$ cat src/shared/csc_pkg.sv
`default_nettype none
package csc_pkg;
    // clock and interface timing
    localparam int CLK_PERIOD_NS = 10;
    localparam int T_TAG_SETUP_NS = 250;
    // least time, rounded up to whole cycles
    localparam int TAG_SETUP_CYC = (T_TAG_SETUP_NS + CLK_PERIOD_NS - 1) / CLK_PERIOD_NS;
    localparam int SR_CYC_DEF = 16;
    localparam int CNT_W = 8;
    localparam logic [CNT_W-1:0] TAG_SETUP_CNT = CNT_W'(TAG_SETUP_CYC);

    // status byte positions, byte bit 0 sits in vector bit 7
    localparam int ST_ATTN = 7;
    localparam int ST_SMOD = 6;
    localparam int ST_CUE = 5;
    localparam int ST_BUSY = 4;
    localparam int ST_CE = 3;
    localparam int ST_DE = 2;
    localparam int ST_UC = 1;
    localparam int ST_UE = 0;
    localparam logic [7:0] RETRY_MASK = 8'h4a;

    // unit address layout
    localparam int CU_MSB = 7;
    localparam int DRV_W = 3;

    // synchronised tag vector positions
    localparam int TG_ADR = 0;
    localparam int TG_SEL = 1;
    localparam int TG_HLD = 2;
    localparam int TG_CMD = 3;
    localparam int TG_SVC = 4;
    localparam int TG_SUP = 5;
    localparam int TG_OPR = 6;
    localparam int TG_N = 7;

    localparam logic [7:0] BYTE_RST = 8'h00;

    typedef enum logic [2:0] {
        CSC_IDLE,
        CSC_ADDR,
        CSC_STAT,
        CSC_DATA,
        CSC_ENDW,
        CSC_IFDW
    } csc_state_t;
endpackage
`default_nettype wire

$ cat src/rtl/csc_sync.sv
`timescale 1ns/1ps
`default_nettype none
// two-stage synchroniser for channel pins
module csc_sync #(
    parameter int W = 1
) (
    input wire logic clk_i,
    input wire logic nrst_i,
    input wire logic [W-1:0] d_i,
    output logic [W-1:0] q_o
);
    logic [W-1:0] meta_reg;

    // first stage feeds only the second
    always_ff @(posedge clk_i) begin
        if (!nrst_i) begin
            meta_reg <= '0;
            q_o <= '0;
        end else begin
            meta_reg <= d_i;
            q_o <= meta_reg;
        end
    end
endmodule // csc_sync
`default_nettype wire

$ cat src/rtl/csc_seq_ctrl.sv
`timescale 1ns/1ps
`default_nettype none
module csc_seq_ctrl #(
    parameter int RESP_N = 8,
    parameter int SR_CYC = csc_pkg::SR_CYC_DEF
) (
    input wire logic clk_i,
    input wire logic nrst_i,
    input wire logic address_out_i,
    input wire logic select_out_i,
    input wire logic hold_out_i,
    input wire logic command_out_i,
    input wire logic service_out_i,
    input wire logic suppress_out_i,
    input wire logic operational_out_i,
    input wire logic [7:0] bus_out_i,
    output logic operational_in_o,
    output logic address_in_o,
    output logic status_in_o,
    output logic service_in_o,
    output logic request_in_o,
    output logic disconnect_in_o,
    output logic mark_in0_o,
    output logic [7:0] bus_in_o,
    input wire logic [3:0] cu_addr_i,
    input wire logic cfg_32sp_i,
    input wire logic [RESP_N-1:0] resp_i,
    input wire logic stat_load_i,
    input wire logic [7:0] stat_i,
    input wire logic stat_retry_i,
    output logic stat_ack_o,
    input wire logic [7:0] init_stat_i,
    output logic [7:0] cmd_o,
    output logic cmd_valid_o,
    input wire logic xfer_req_i,
    input wire logic [7:0] xfer_byte_i,
    output logic xfer_ack_o,
    output logic [7:0] xfer_byte_o,
    input wire logic op_long_i,
    input wire logic fault_i,
    input wire logic sw_pending_i,
    input wire logic sw_ready_i,
    output logic ready_o,
    output logic [1:0] ctl_sel_o,
    output logic [2:0] drive_sel_o,
    output logic chain_o,
    output logic stop_o,
    output logic busy_o,
    output logic sel_reset_o,
    output logic reissue_o
);
    localparam logic [csc_pkg::CNT_W-1:0] SR_CNT = SR_CYC[csc_pkg::CNT_W-1:0];

    logic [csc_pkg::TG_N-1:0] tag_s;
    logic [7:0] bus_s;
    logic adr_s, sel_s, hld_s, cmd_s, svc_s, sup_s, opr_s, opr_d_reg;
    csc_pkg::csc_state_t state_reg;
    logic [csc_pkg::CNT_W-1:0] sup_cnt_reg, ifd_cnt_reg, sr_cnt_reg;
    logic [7:0] pend_byte_reg, cur_addr_reg;
    logic pend_reg, pend_retry_reg, stacked_reg, init_reg, multi_reg;
    logic ifd_seen_reg, ce_done_reg, retry_reg;
    logic sup_q, ifd_det, sr_evt, supp, addr_hit, multi_hit, acc, stk;
    logic [7:0] cur_stat;

    csc_sync #(.W(csc_pkg::TG_N + 8)) u_sync (
        .clk_i(clk_i),
        .nrst_i(nrst_i),
        .d_i({bus_out_i, operational_out_i, suppress_out_i, service_out_i,
              command_out_i, hold_out_i, select_out_i, address_out_i}),
        .q_o({bus_s, tag_s})
    );

    assign adr_s = tag_s[csc_pkg::TG_ADR];
    assign sel_s = tag_s[csc_pkg::TG_SEL];
    assign hld_s = tag_s[csc_pkg::TG_HLD];
    assign cmd_s = tag_s[csc_pkg::TG_CMD];
    assign svc_s = tag_s[csc_pkg::TG_SVC];
    assign sup_s = tag_s[csc_pkg::TG_SUP];
    assign opr_s = tag_s[csc_pkg::TG_OPR];

    // suppress blocks request in only once up long enough
    always_ff @(posedge clk_i) begin
        if (!nrst_i) begin
            sup_cnt_reg <= '0;
            ifd_cnt_reg <= '0;
            opr_d_reg <= 1'b0;
        end else begin
            opr_d_reg <= opr_s;
            if (!sup_s)
                sup_cnt_reg <= '0;
            else if (sup_cnt_reg != csc_pkg::TAG_SETUP_CNT)
                sup_cnt_reg <= sup_cnt_reg + 1'b1;
            // address alone must persist to count
            if (!(adr_s && !sel_s && !hld_s))
                ifd_cnt_reg <= '0;
            else if (ifd_cnt_reg != csc_pkg::TAG_SETUP_CNT)
                ifd_cnt_reg <= ifd_cnt_reg + 1'b1;
        end
    end

    assign sup_q = (sup_cnt_reg == csc_pkg::TAG_SETUP_CNT);
    assign ifd_det = (ifd_cnt_reg == csc_pkg::TAG_SETUP_CNT - 1'b1) && adr_s && !sel_s && !hld_s;
    assign sr_evt = opr_d_reg && !opr_s && sup_s;

    always_comb begin
        if (cfg_32sp_i) begin
            addr_hit = (bus_s[csc_pkg::CU_MSB -: 3] == cu_addr_i[3:1]);
            ctl_sel_o = cur_addr_reg[4:3];
        end else begin
            addr_hit = (bus_s[csc_pkg::CU_MSB -: 4] == cu_addr_i);
            ctl_sel_o = {1'b0, cur_addr_reg[3]};
        end
    end
    assign drive_sel_o = cur_addr_reg[csc_pkg::DRV_W-1:0];
    // more than one responder bit set
    assign multi_hit = |(resp_i & (resp_i - 1'b1));

    assign supp = stacked_reg ||
        ((!pend_byte_reg[csc_pkg::ST_CE] || ifd_seen_reg) &&
         (!pend_byte_reg[csc_pkg::ST_DE] || !chain_o));
    assign request_in_o = pend_reg && !(sup_q && supp) && (state_reg == csc_pkg::CSC_IDLE)
        && (sr_cnt_reg == '0);

    assign cur_stat = init_reg
        ? (init_stat_i | (multi_reg ? 8'h02 : csc_pkg::BYTE_RST)) : pend_byte_reg;
    assign acc = (state_reg == csc_pkg::CSC_STAT) && status_in_o && svc_s;
    assign stk = (state_reg == csc_pkg::CSC_STAT) && status_in_o && cmd_s;
    assign busy_o = ce_done_reg || stop_o || (sr_cnt_reg != '0) || pend_reg;

    // tag sequencing toward the channel
    always_ff @(posedge clk_i) begin
        if (!nrst_i) begin
            state_reg <= csc_pkg::CSC_IDLE;
            operational_in_o <= 1'b0;
            address_in_o <= 1'b0;
            status_in_o <= 1'b0;
            service_in_o <= 1'b0;
            mark_in0_o <= 1'b0;
            bus_in_o <= csc_pkg::BYTE_RST;
            init_reg <= 1'b0;
            multi_reg <= 1'b0;
            cur_addr_reg <= csc_pkg::BYTE_RST;
            cmd_o <= csc_pkg::BYTE_RST;
            cmd_valid_o <= 1'b0;
            xfer_ack_o <= 1'b0;
            xfer_byte_o <= csc_pkg::BYTE_RST;
        end else begin
            cmd_valid_o <= 1'b0;
            xfer_ack_o <= 1'b0;
            if (sr_evt) begin
                state_reg <= csc_pkg::CSC_IDLE;
                operational_in_o <= 1'b0;
                address_in_o <= 1'b0;
                status_in_o <= 1'b0;
                service_in_o <= 1'b0;
                mark_in0_o <= 1'b0;
            end else if (ifd_det && state_reg != csc_pkg::CSC_IDLE) begin
                // withdraw all tags but disconnect in
                state_reg <= csc_pkg::CSC_IFDW;
                operational_in_o <= 1'b0;
                address_in_o <= 1'b0;
                status_in_o <= 1'b0;
                service_in_o <= 1'b0;
                mark_in0_o <= 1'b0;
            end else begin
                unique case (state_reg)
                    csc_pkg::CSC_IDLE: begin
                        if (sel_s && adr_s && addr_hit && sr_cnt_reg == '0) begin
                            state_reg <= csc_pkg::CSC_ADDR;
                            operational_in_o <= 1'b1;
                            address_in_o <= 1'b1;
                            bus_in_o <= bus_s;
                            cur_addr_reg <= bus_s;
                            init_reg <= 1'b1;
                            multi_reg <= multi_hit;
                        end else if (sel_s && !adr_s && request_in_o) begin
                            state_reg <= csc_pkg::CSC_ADDR;
                            operational_in_o <= 1'b1;
                            address_in_o <= 1'b1;
                            bus_in_o <= cur_addr_reg;
                            init_reg <= 1'b0;
                        end
                    end
                    csc_pkg::CSC_ADDR: begin
                        if (cmd_s) begin
                            address_in_o <= 1'b0;
                            if (init_reg) begin
                                cmd_o <= bus_s;
                                cmd_valid_o <= 1'b1;
                                state_reg <= csc_pkg::CSC_STAT;
                            end else if (pend_reg) begin
                                state_reg <= csc_pkg::CSC_STAT;
                            end else begin
                                state_reg <= csc_pkg::CSC_DATA;
                            end
                        end
                    end
                    csc_pkg::CSC_STAT: begin
                        // once started, sequence runs to its end unless selective reset or interface disconnect cuts it
                        if (!status_in_o && !cmd_s && !svc_s) begin
                            status_in_o <= 1'b1;
                            bus_in_o <= cur_stat;
                            // mark in zero flags retry status
                            mark_in0_o <= !init_reg && pend_retry_reg;
                        end else if (acc) begin
                            status_in_o <= 1'b0;
                            mark_in0_o <= 1'b0;
                            if (init_reg && !cur_stat[csc_pkg::ST_CE]
                                && !cur_stat[csc_pkg::ST_BUSY] && !multi_reg)
                                state_reg <= csc_pkg::CSC_DATA;
                            else
                                state_reg <= csc_pkg::CSC_ENDW;
                            init_reg <= 1'b0;
                        end else if (stk) begin
                            status_in_o <= 1'b0;
                            mark_in0_o <= 1'b0;
                            init_reg <= 1'b0;
                            state_reg <= csc_pkg::CSC_ENDW;
                        end
                    end
                    csc_pkg::CSC_DATA: begin
                        if (service_in_o && cmd_s) begin
                            service_in_o <= 1'b0;
                            // long ending drops off the interface
                            if (op_long_i) begin
                                operational_in_o <= 1'b0;
                                state_reg <= csc_pkg::CSC_IDLE;
                            end
                        end else if (service_in_o && svc_s) begin
                            service_in_o <= 1'b0;
                            xfer_ack_o <= 1'b1;
                            xfer_byte_o <= bus_s;
                        end else if (!service_in_o && !svc_s && !cmd_s && xfer_req_i
                                     && !stop_o && !pend_reg) begin
                            service_in_o <= 1'b1;
                            bus_in_o <= xfer_byte_i;
                        end else if (!service_in_o && !svc_s && !cmd_s && pend_reg) begin
                            state_reg <= csc_pkg::CSC_STAT;
                        end
                    end
                    csc_pkg::CSC_ENDW: begin
                        if (!sel_s) begin
                            operational_in_o <= 1'b0;
                            state_reg <= csc_pkg::CSC_IDLE;
                        end
                    end
                    csc_pkg::CSC_IFDW: begin
                        if (!adr_s)
                            state_reg <= csc_pkg::CSC_IDLE;
                    end
                endcase
            end
        end
    end

    // pending status, stacking, chaining and retry
    always_ff @(posedge clk_i) begin
        if (!nrst_i) begin
            pend_reg <= 1'b0;
            pend_byte_reg <= csc_pkg::BYTE_RST;
            pend_retry_reg <= 1'b0;
            stacked_reg <= 1'b0;
            chain_o <= 1'b0;
            retry_reg <= 1'b0;
            reissue_o <= 1'b0;
            stat_ack_o <= 1'b0;
            ce_done_reg <= 1'b0;
            ifd_seen_reg <= 1'b0;
            stop_o <= 1'b0;
        end else begin
            reissue_o <= 1'b0;
            stat_ack_o <= 1'b0;
            if (sr_evt) begin
                pend_reg <= 1'b0;
                pend_retry_reg <= 1'b0;
                stacked_reg <= 1'b0;
                chain_o <= 1'b0;
                retry_reg <= 1'b0;
                ce_done_reg <= 1'b0;
                ifd_seen_reg <= 1'b0;
                stop_o <= 1'b0;
            end else begin
                if (stat_load_i && !pend_reg) begin
                    pend_reg <= 1'b1;
                    pend_byte_reg <= stat_i;
                    pend_retry_reg <= stat_retry_i;
                    stacked_reg <= 1'b0;
                end
                if (cmd_valid_o)
                    ce_done_reg <= 1'b1;
                if (ifd_det && (ce_done_reg || state_reg != csc_pkg::CSC_IDLE)) begin
                    ifd_seen_reg <= 1'b1;
                    // disconnect before channel end is a stop
                    stop_o <= 1'b1;
                end
                if (state_reg == csc_pkg::CSC_DATA && service_in_o && cmd_s)
                    stop_o <= 1'b1;
                if (acc) begin
                    // unit check or exception blocks it
                    chain_o <= sup_s && !cur_stat[csc_pkg::ST_UC] && !cur_stat[csc_pkg::ST_UE];
                    if (!init_reg) begin
                        pend_reg <= 1'b0;
                        stacked_reg <= 1'b0;
                        stat_ack_o <= 1'b1;
                        retry_reg <= pend_retry_reg && sup_s;
                        if (pend_byte_reg[csc_pkg::ST_DE]) begin
                            // busy lasts until device end is taken
                            ce_done_reg <= 1'b0;
                            ifd_seen_reg <= 1'b0;
                            stop_o <= 1'b0;
                            reissue_o <= retry_reg && sup_s;
                            retry_reg <= 1'b0;
                        end
                    end
                end
                if (stk) begin
                    // status held for a later cycle
                    stacked_reg <= 1'b1;
                    retry_reg <= 1'b0;
                    if (init_reg) begin
                        pend_reg <= 1'b1;
                        pend_byte_reg <= cur_stat;
                        pend_retry_reg <= 1'b0;
                    end
                end
            end
        end
    end

    // reset period counter and switch pickup
    always_ff @(posedge clk_i) begin
        if (!nrst_i) begin
            sr_cnt_reg <= '0;
            sel_reset_o <= 1'b0;
            ready_o <= 1'b0;
            disconnect_in_o <= 1'b0;
        end else begin
            sel_reset_o <= sr_evt;
            if (sr_evt) begin
                sr_cnt_reg <= SR_CNT;
                if (sw_pending_i)
                    ready_o <= sw_ready_i;
            end else if (sr_cnt_reg != '0) begin
                sr_cnt_reg <= sr_cnt_reg - 1'b1;
            end
            // fault raises disconnect in, set wins over reset
            if (fault_i)
                disconnect_in_o <= 1'b1;
            else if (sr_evt)
                disconnect_in_o <= 1'b0;
        end
    end
endmodule // csc_seq_ctrl
`default_nettype wire

$ cat config.mk
export PLATFORM = sky130hd
export DESIGN_NAME = csc_seq_ctrl
export DESIGN_NICKNAME = d
export VERILOG_FILES = /design/src/shared/csc_pkg.sv /design/src/rtl/csc_sync.sv /design/src/rtl/csc_seq_ctrl.sv
export SDC_FILE = /design/constraint.sdc
export NUM_CORES = 1
export LEC_CHECK = 0
export ABC_AREA = 1
export BUFFER_PORTS_ARGS = -buffer_cell sky130_fd_sc_hd__buf_2
export CELL_PAD_IN_SITES_DETAIL_PLACEMENT = 0
export CELL_PAD_IN_SITES_GLOBAL_PLACEMENT = 1
export CORE_ASPECT_RATIO = 0.6
export CORE_MARGIN = 10
export CORE_UTILIZATION = 30
export DETAILED_ROUTE_END_ITERATION = 10
export PLACE_DENSITY = 0.71
export SYNTH_ARGS = -nofsm -noshare
export SYNTH_HDL_FRONTEND = slang
export SYNTH_SLANG_ARGS = --single-unit
$ cat constraint.sdc
create_clock -name clk_i -period 2.15 [get_ports clk_i]
set_clock_uncertainty 0.05 [all_clocks]
set_input_delay 0.215 -clock clk_i [delete_from_list [all_inputs] [get_ports clk_i]]
set_output_delay 0.215 -clock clk_i [all_outputs]
set_load 0.03 [all_outputs]
==> run metrics, run 1 <==
Crit Path Class flip-flop to output pin; DR WL/cell 14.98 µm; crit-path max cell delay 0.41 ns; clock slew at the register clock pins of the worst setup and hold paths 0.07 ns; Hold Vio Cnt, Final 0; Netlist cell types 46; VDD IR-drop max 0.6356 mV; GRT Util Overall 14.50%; Vias 5,416; Synth Area in XOR/XNOR 0.9519%; Layout Cells excl Fill 1,183; total gr overflow 0; CP Buf/Inv Count 2; leakage dissipation 3.447 nW; mapped cell area 5520 µm²; CTS tree yes; Gate power share 24.3%; post-synthesis simple-gate area fraction 27.95%; f_max 486.8 MHz; most used cell, CP nor2_4; HPWL after DPL 13.61 mm; most frequent cells after synthesis nand2_1, inv_1, dfxtp_1, nor2_1, o21ai_0; share of cells above drive strength 1 21.00%; placed insts 1,131; most frequently used flop master after synthesis dfxtp_1; placed cell area 6419 µm²; register share of total power 36.1%; Max Transition Viols Final 0; drt total wl 17.72 mm; I/O Buffers 105; Syn Inst Count 782; final net count 998; syn avg cell area 7.059 µm²; worst skew pair latency 0.43 ns; Design Area, Final 7228 µm²; initial antenna violation count 0; vias in the first global route 5,262; most area-consuming cells after synthesis dfxtp_1, nand2_1, inv_1; slowest cell on the critical path dfxtp_1; crit path cell chain nor2_4 -> inv_2 -> nor2_4 -> nand2_1 -> nor2_2 -> and2_4 -> buf_4; CP Max Fanout 7; most frequent cell after synthesis nand2_1; PnR Total Power 7.065 mW; RSZ-0062 raised after global routing yes; pwr dens 977.4 nW/µm²; Row Count 38; Yosys top cell area share 43.52%; clk sinks 120; total clock buffers created by CTS 17; maximum buffer depth of the clock tree 2; YS warnings 0; Seq cells post-synth 120; residual DRC count 0; Tightest Pin Transition 0.6312 ns; Layout area overhead 30.94%; # H-tree levels 4; Core Box Area 18,070 µm²; internal power 4.640 mW; EDFF count, synth 0; # diodes 0; multiplexer share of the synthesized area 0.7706%; num ports 106; largest net degree at the start of global routing 65; antenna viol nets, final 0; Sw Share 34.31%; Worst Hold Slack 0.01036 ns; RD Place Congestion 0.8819; die area 24,410 µm²; CP Capture Type output pin; compound-cell area share of the yosys netlist 14.03%; first-pass GRT wire length 28.71 mm; main combinational cell family by area after synthesis simple AND/OR/NAND/NOR gates; sequential cell area fraction in the yosys report 43.52%; CP Launch Type flip-flop; status completed; delay-heaviest family, CP simple AND/OR/NAND/NOR gates; Relative slew margins 57.87%; Via density 4.578; Post-Synth Adder-Cell Area 1.587%; initial core utilization 30.55%; Fin Setup TNS 0 ns; WP data arrival 1.79 ns; Root Driver clkbuf_16; Max-Cap Viols 0; Synth area leader dfxtp_1; Initial DRT Pass Iterations 5; final setup vio count 0; Tcrit/Tclk final 95.55%; ys async rst share 0%; worst hold path class primary input to flip-flop; Syn Nets 850; Filler Cell Count 1,904; clock share of power 39.6%; Final Critical Period 2.054 ns; Crit path required time 1.88 ns; sw power 2.424 mW; Die H 125.1 µm; die width 195.1 µm; DR iter-0 viols 476
metal layers:
| metal | vias up | GRT usage, % | routed length [µm] |
|---|---|---|---|
| met5 | - | 0 | 0 |
| met2 | 166 | 19.98 | 6982 |
| met4 | 0 | 5.009 | 251 |
| met1 | 2438 | 21.09 | 9163 |
| met3 | 18 | 3.710 | 1325 |
| li1 | 2794 | - | - |
final cells by class:
cell class,instances,area (µm²),share of cell area [%]
Multi-Input combinational cell,508,2545,35.21
Sequential cell,120,2402,33.24
Timing Repair Buffer,149,900.9,12.46
Clock buffer,18,439.2,6.076
Tap cell,240,300.3,4.154
Inverter,134,503.0,6.959
Clock inverter,14,137.6,1.904
layout by cell type (no fill, tap or decap), types with 6 or more instances in the layout:
cell	instances
dlygate4sd3_1	17
dfxtp_1	120
nand3_1	26
ha_1	7
clkbuf_16	17
nor3_1	11
buf_2	104
nor2_1	108
nand2_1	150
o22ai_1	6
inv_1	129
o21ai_0	63
a21oi_1	55
buf_4	28
nor2_2	6
nand4_1	15
inv_6	7
timing repair:
item	CTS	global route
pin swaps	1	1
endpoints found under the hold margin	17	0
gates resized for setup	2	8
setup endpoints to repair	1	18
setup buffers	1	1
gates cloned	0	1
hold buffers	17	0
power groups by stage:
| stage | Combinational, mW | Clock (mW) | Sequential, mW |
|---|---|---|---|
| finish | 1.72 | 2.80 | 2.55 |
| global route | 1.93 | 2.96 | 2.57 |
| CTS | 1.64 | 2.87 | 2.54 |
| detailed placement | 1.58 | 0 | 2.59 |
| global placement | 1.59 | 0 | 2.60 |
| floorplan | 1.04 | 0 | 2.66 |
tightest hold or removal path, cell delays in order:
cell and delay (ns):
buf_2 0.10, nand3_1 0.07, a21oi_1 0.05
through the flow:
stage | setup WS, ns | util [%]
after floorplan | 0.3083 | -
after global placement | 0.1132 | 35.53
after detailed placement | 0.05397 | 35.53
after CTS | 0.03196 | 39.73
after global routing | -0.01652 | 40.01
final | 0.09564 | 40.01
cell families (layout without fill, tap and decap cells):
group	after synthesis	after routing
AND/OR/NAND/NOR	346	347
buffers and inverters	155	315
AO/OA/AOI/OAI	144	144
flip-flops	120	120
adder cells (fa/ha/maj)	7	7
XOR/XNOR	6	6
multiplexers	4	4
path summary, 6_finish.rpt:
check / start / endpoint / slack, ns / cells after the start
max reg2reg: sr_cnt_reg[1] / bus_in_o[6] / 0.15 / 13
min: sw_pending_i / ready_o / 0.01 / 3
min reg2reg: u_sync.meta_reg[7] / u_sync.q_o[7] / 0.36 / 2
max: state_reg[2] / request_in_o / 0.1 / 7
No activity file was read; power rests on OpenSTA's default activity.
==> run 2, diff against run 1 <==
--- a/config.mk
+++ b/config.mk
@@ -12,7 +12,7 @@
 export CORE_ASPECT_RATIO = 0.6
 export CORE_MARGIN = 10
-export CORE_UTILIZATION = 30
+export CORE_UTILIZATION = 35
 export DETAILED_ROUTE_END_ITERATION = 10
-export PLACE_DENSITY = 0.71
+export PLACE_DENSITY = 0.8
 export SYNTH_ARGS = -nofsm -noshare
 export SYNTH_HDL_FRONTEND = slang
--- a/constraint.sdc
+++ b/constraint.sdc
@@ -3,3 +3,3 @@
 set_input_delay 0.215 -clock clk_i [delete_from_list [all_inputs] [get_ports clk_i]]
 set_output_delay 0.215 -clock clk_i [all_outputs]
-set_load 0.03 [all_outputs]
+set_load 0.005 [all_outputs]
==> run metrics, run 2 (synthesis gave the netlist of run 1 again) <==
Via density 4.647; initial antenna violation count 1; RSZ-0062 raised after global routing no; final net count 996; Initial DRT Pass Iterations 5; maximum buffer depth of the clock tree 2; Layout area overhead 29.47%; placed cell area 6380 µm²; Die H 117.3 µm; largest net degree at the start of global routing 36; number of cells on the worst hold path 3; Vias 5,316; VDD IR-drop max 0.5284 mV; total clock buffers created by CTS 17; clk sinks 120; total gr overflow 0; CP startpoint sr_cnt_reg[1]; share of cells above drive strength 1 20.30%; commonest non-fill, non-tap cells in the layout nand2_1, inv_1, dfxtp_1, nor2_1, buf_2; Fin Setup TNS 0 ns; antenna viol nets, final 0; Seq. cell area 2402 µm²; Hold Vio Cnt, Final 0; Row Count 35; Max-Cap Viols 0; CP Max Fanout 5; Crit Path Class flip-flop to output pin; Root Driver clkbuf_16; worst skew pair latency 0.42 ns; Crit path required time 1.88 ns; die width 182.1 µm; I/O Buffers 105; Layout Cells excl Fill 1,144; clock slew at the register clock pins of the worst setup and hold paths 0.06 ns; DR WL/cell 14.69 µm; reg-to-reg slack, setup 0.16 ns; GRT Util Overall 15.95%; area of the multi-input gates 2517 µm²; # diodes 0; leakage dissipation 3.428 nW; worst hold path class primary input to flip-flop; initial core utilization 35.81%; capturing point of the worst reg2reg path bus_in_o[2]; Relative slew margins 72.44%; vias in the first global route 5,069; f_max 502.0 MHz; first-pass GRT wire length 27.10 mm; Tightest Pin Transition 0.4129 ns; pwr dens 957.8 nW/µm²; Tcrit/Tclk final 92.65%; # H-tree levels 4; HPWL after DPL 12.96 mm; die area 21,360 µm²; CTS tree yes; CP Capture Type output pin; final setup vio count 0; RD Place Congestion 0.8684; CP Launch Type flip-flop; Core Box Area 15,410 µm²; most common cell after layout, fill and taps aside nand2_1; DR iter-0 viols 380; Max Transition Viols Final 0; Worst Setup EP request_in_o; Filler Cell Count 1,621; drt total wl 16.80 mm; Final Critical Period 1.992 ns; residual DRC count 0; R2R depth 12; status completed; WP data arrival 1.73 ns; Design Area, Final 7147 µm²; reg-to-reg startpoint sr_cnt_reg[1]; num ports 106; placed insts 1,095
-- run 2: worst max-delay path: stages (launching register included) --
cell	delay (ns)
dfxtp_1	0.31
inv_1	0.11
ha_1	0.17
nand2_1	0.12
nor2_8	0.12
inv_2	0.06
nor2_1	0.13
and2_4	0.18
buf_2	0.12
-- run 2: per-stage QoR --
step	worst slack [ns]	power (mW)	hold slack [ns]	util, %
after floorplan	0.3083	3.570	0.2626	-
after global placement	0.2089	4.026	0.3431	41.39
after detailed placement	0.1097	4.019	0.3447	41.39
after CTS	0.08649	6.861	0.01021	46.25
after global routing	0.02966	7.211	0.008957	46.36
final	0.1580	6.845	0.01885	46.36
-- run 2: timing repair --
action / 4_1_cts / 5_1_grt
resized for setup: 0 / 4
hold buffers: 16 / 0
pin swaps: 1 / 0
setup buffers: 1 / 0
endpoints found under the hold margin: 16 / 0
setup endpoints to repair: 1 / 11
-- run 2: area by class of cell --
class | instances | area share, %
clock inverters | 14 | 2.136
clock buffers | 18 | 6.005
well taps | 203 | 3.554
inverters | 134 | 7.038
repair buffers | 148 | 12.43
multi-input cells | 507 | 35.22
flip-flops and latches | 120 | 33.61
-- run 2: how the worst min path moves through the flow --
stage / endpoint / start / slack [ns]
after floorplan: u_sync.meta_reg[0] / address_out_i / 0.26
after global placement: u_sync.q_o[11] / u_sync.meta_reg[11] / 0.34
after detailed placement: u_sync.q_o[5] / u_sync.meta_reg[5] / 0.34
after CTS: ready_o / sw_ready_i / 0.01
after global routing: ready_o / sw_ready_i / 0.009
final: ready_o / sw_ready_i / 0.02
-- run 2: report_power, final --
group,switching (mW),internal [mW]
Clock,1.09,1.71
Combinational,0.919,0.574
Sequential,0.158,2.39
Total,2.17,4.68
-- run 2: layer usage --
metal	share of wire (%)	vias up	GRT usage, %
met2	39	137	21.63
met5	0.042	-	0
met1	53	2383	23.20
met3	6.9	10	5.404
met4	0.68	2	3.886
li1	-	2784	-
==> run 3, diff against run 2 <==
- clock period: 2.15 -> 2 ns (I/O delays scaled with it)
==> run metrics, run 3 (synthesis gave the netlist of run 1 again) <==
commonest non-fill, non-tap cells in the layout nand2_1, inv_1, dfxtp_1, nor2_1, buf_2; Hold Crit Endpoint ready_o; final net count 1,013; clock slew at the register clock pins of the worst setup and hold paths 0.06 ns; DR iter-0 viols 400; # diodes 0; Max-Cap Viols 0; Gate power share 22.8%; RSZ-0062 raised after global routing yes; share of cells above drive strength 1 22.44%; leakage dissipation 3.533 nW; Vias 5,458; hold_sp sw_pending_i; Max Transition Viols Final 0; Relative slew margins 70.62%; pwr dens 1060 nW/µm²; die area 21,360 µm²; most common cell after layout, fill and taps aside nand2_1; initial antenna violation count 0; capturing point of the worst reg2reg path address_in_o; Layout area overhead 33.88%; final setup vio count 0; slowest cell on the critical path dfxtp_1; GRT Util Overall 16.07%; antenna viol nets, final 0; Tightest Pin Transition 0.4373 ns; Via density 4.701; status completed; CP Buf/Inv Count 2; worst skew pair latency 0.42 ns; f_max 524.6 MHz; Row Count 35; CTS tree yes; initial core utilization 35.81%; RD Place Congestion 0.9258; reg-to-reg startpoint sr_cnt_reg[0]; vias in the first global route 5,252; Final Critical Period 1.906 ns; die width 182.1 µm; crit path cell chain nor2_2 -> nand2_2 -> nor2_8 -> inv_2 -> nor2_1 -> and2_4 -> buf_2; HPWL after DPL 13.05 mm; maximum buffer depth of the clock tree 2; R2R depth 12; number of cells on the worst hold path 3; DR WL/cell 14.96 µm; Filler Cell Count 1,552; Core Box Area 15,410 µm²; worst hold path class primary input to flip-flop; drt total wl 17.37 mm; num ports 106; clk sinks 120; CP Max Fanout 5; Root Driver clkbuf_16; # H-tree levels 4; first-pass GRT wire length 27.55 mm; WP data arrival 1.66 ns; CP Capture Type output pin; Sw Share 30.93%; residual DRC count 0; Crit Path Class flip-flop to output pin; total gr overflow 0; clock share of power 42.2%; Tcrit/Tclk final 95.31%; internal power 5.410 mW; Initial DRT Pass Iterations 5; CP Launch Type flip-flop; VDD IR-drop max 0.4990 mV; register share of total power 35.0%; Fin Setup TNS 0 ns; Crit path required time 1.75 ns; sw power 2.423 mW; largest net degree at the start of global routing 65; crit-path max cell delay 0.35 ns; total clock buffers created by CTS 17; Die H 117.3 µm; Hold Vio Cnt, Final 0; reg-to-reg slack, setup 0.11 ns; delay-heaviest family, CP simple AND/OR/NAND/NOR gates; I/O Buffers 105; PnR Total Power 7.833 mW
run 3: layout make-up:
type	count	area (µm²)	area share (%)
clock buffers	19	442.9	5.993
flip-flops and latches	120	2405	32.54
inverters	134	505.5	6.839
well taps	203	254.0	3.437
clock inverters	13	195.2	2.641
repair buffers	164	1023	13.85
multi-input cells	508	2565	34.70
run 3: worst register-to-register path, stage by stage, from the launching register on:
cell and delay [ns]:
dfxtp_1 0.35, inv_1 0.07, ha_1 0.20, nand2_2 0.12, nor2_8 0.04, buf_4 0.16
nand2_2 0.08, nor2_4 0.04, nor2_1 0.17, nand2_4 0.16, buf_4 0.17, a21oi_1 0.11
nor3_1 0.05
run 3: how the worst max path moves through the flow:
stage                              start            to  depth (start not counted)
after global routing      u_sync.q_o[11]   bus_in_o[5]                         10
after global placement      state_reg[1]  state_reg[0]                         11
after floorplan            sr_cnt_reg[0]   bus_in_o[2]                         12
after CTS                   state_reg[2]  request_in_o                          7
final                      sr_cnt_reg[4]  request_in_o                          7
after detailed placement   sr_cnt_reg[1]   bus_in_o[4]                         11
run 3: repair_timing:
| action | in CTS | in global routing |
|---|---|---|
| setup endpoints to repair | 1 | 35 |
| endpoints found under the hold margin | 17 | 0 |
| cloned | 0 | 1 |
| gates resized for setup | 0 | 15 |
| pin swaps | 1 | 3 |
| hold buffers | 17 | 0 |
| buffers inserted | 1 | 6 |
run 3: per-layer routing:
layer	GRT usage [%]	wire length, µm	vias to the layer above
met5	0	0	-
met4	4.965	196	0
met3	3.930	1073	18
met2	22.94	7012	150
met1	23.04	9085	2471
li1	-	-	2819
run 3: through the flow:
stage | instances | instance area [µm²] | setup slack (ns) | utilization, % | hold WS (ns)
CTS | 1154 | 7276 | 0.01385 | 47.20 | 0.002817
finish | 1161 | 7391 | 0.09375 | 47.95 | 0.006703
detailed placement | 1104 | 6460 | 0.06503 | 41.91 | 0.3337
floorplan | 782 | 5520 | 0.1583 | - | 0.2476
global route | 1161 | 7391 | -0.05033 | 47.95 | 0.004084
global placement | 1104 | 6460 | 0.09695 | 41.91 | 0.3336
run 3: power by group through the flow:
stage                     sequential [mW]  clock (mW)  combinational [mW]
final                                2.74        3.31                1.78
after global routing                 2.76        3.44                2.01
after CTS                            2.73        3.34                1.65
after detailed placement             2.78           0                1.58
after global placement               2.78           0                1.58
after floorplan                      2.74           0                1.10
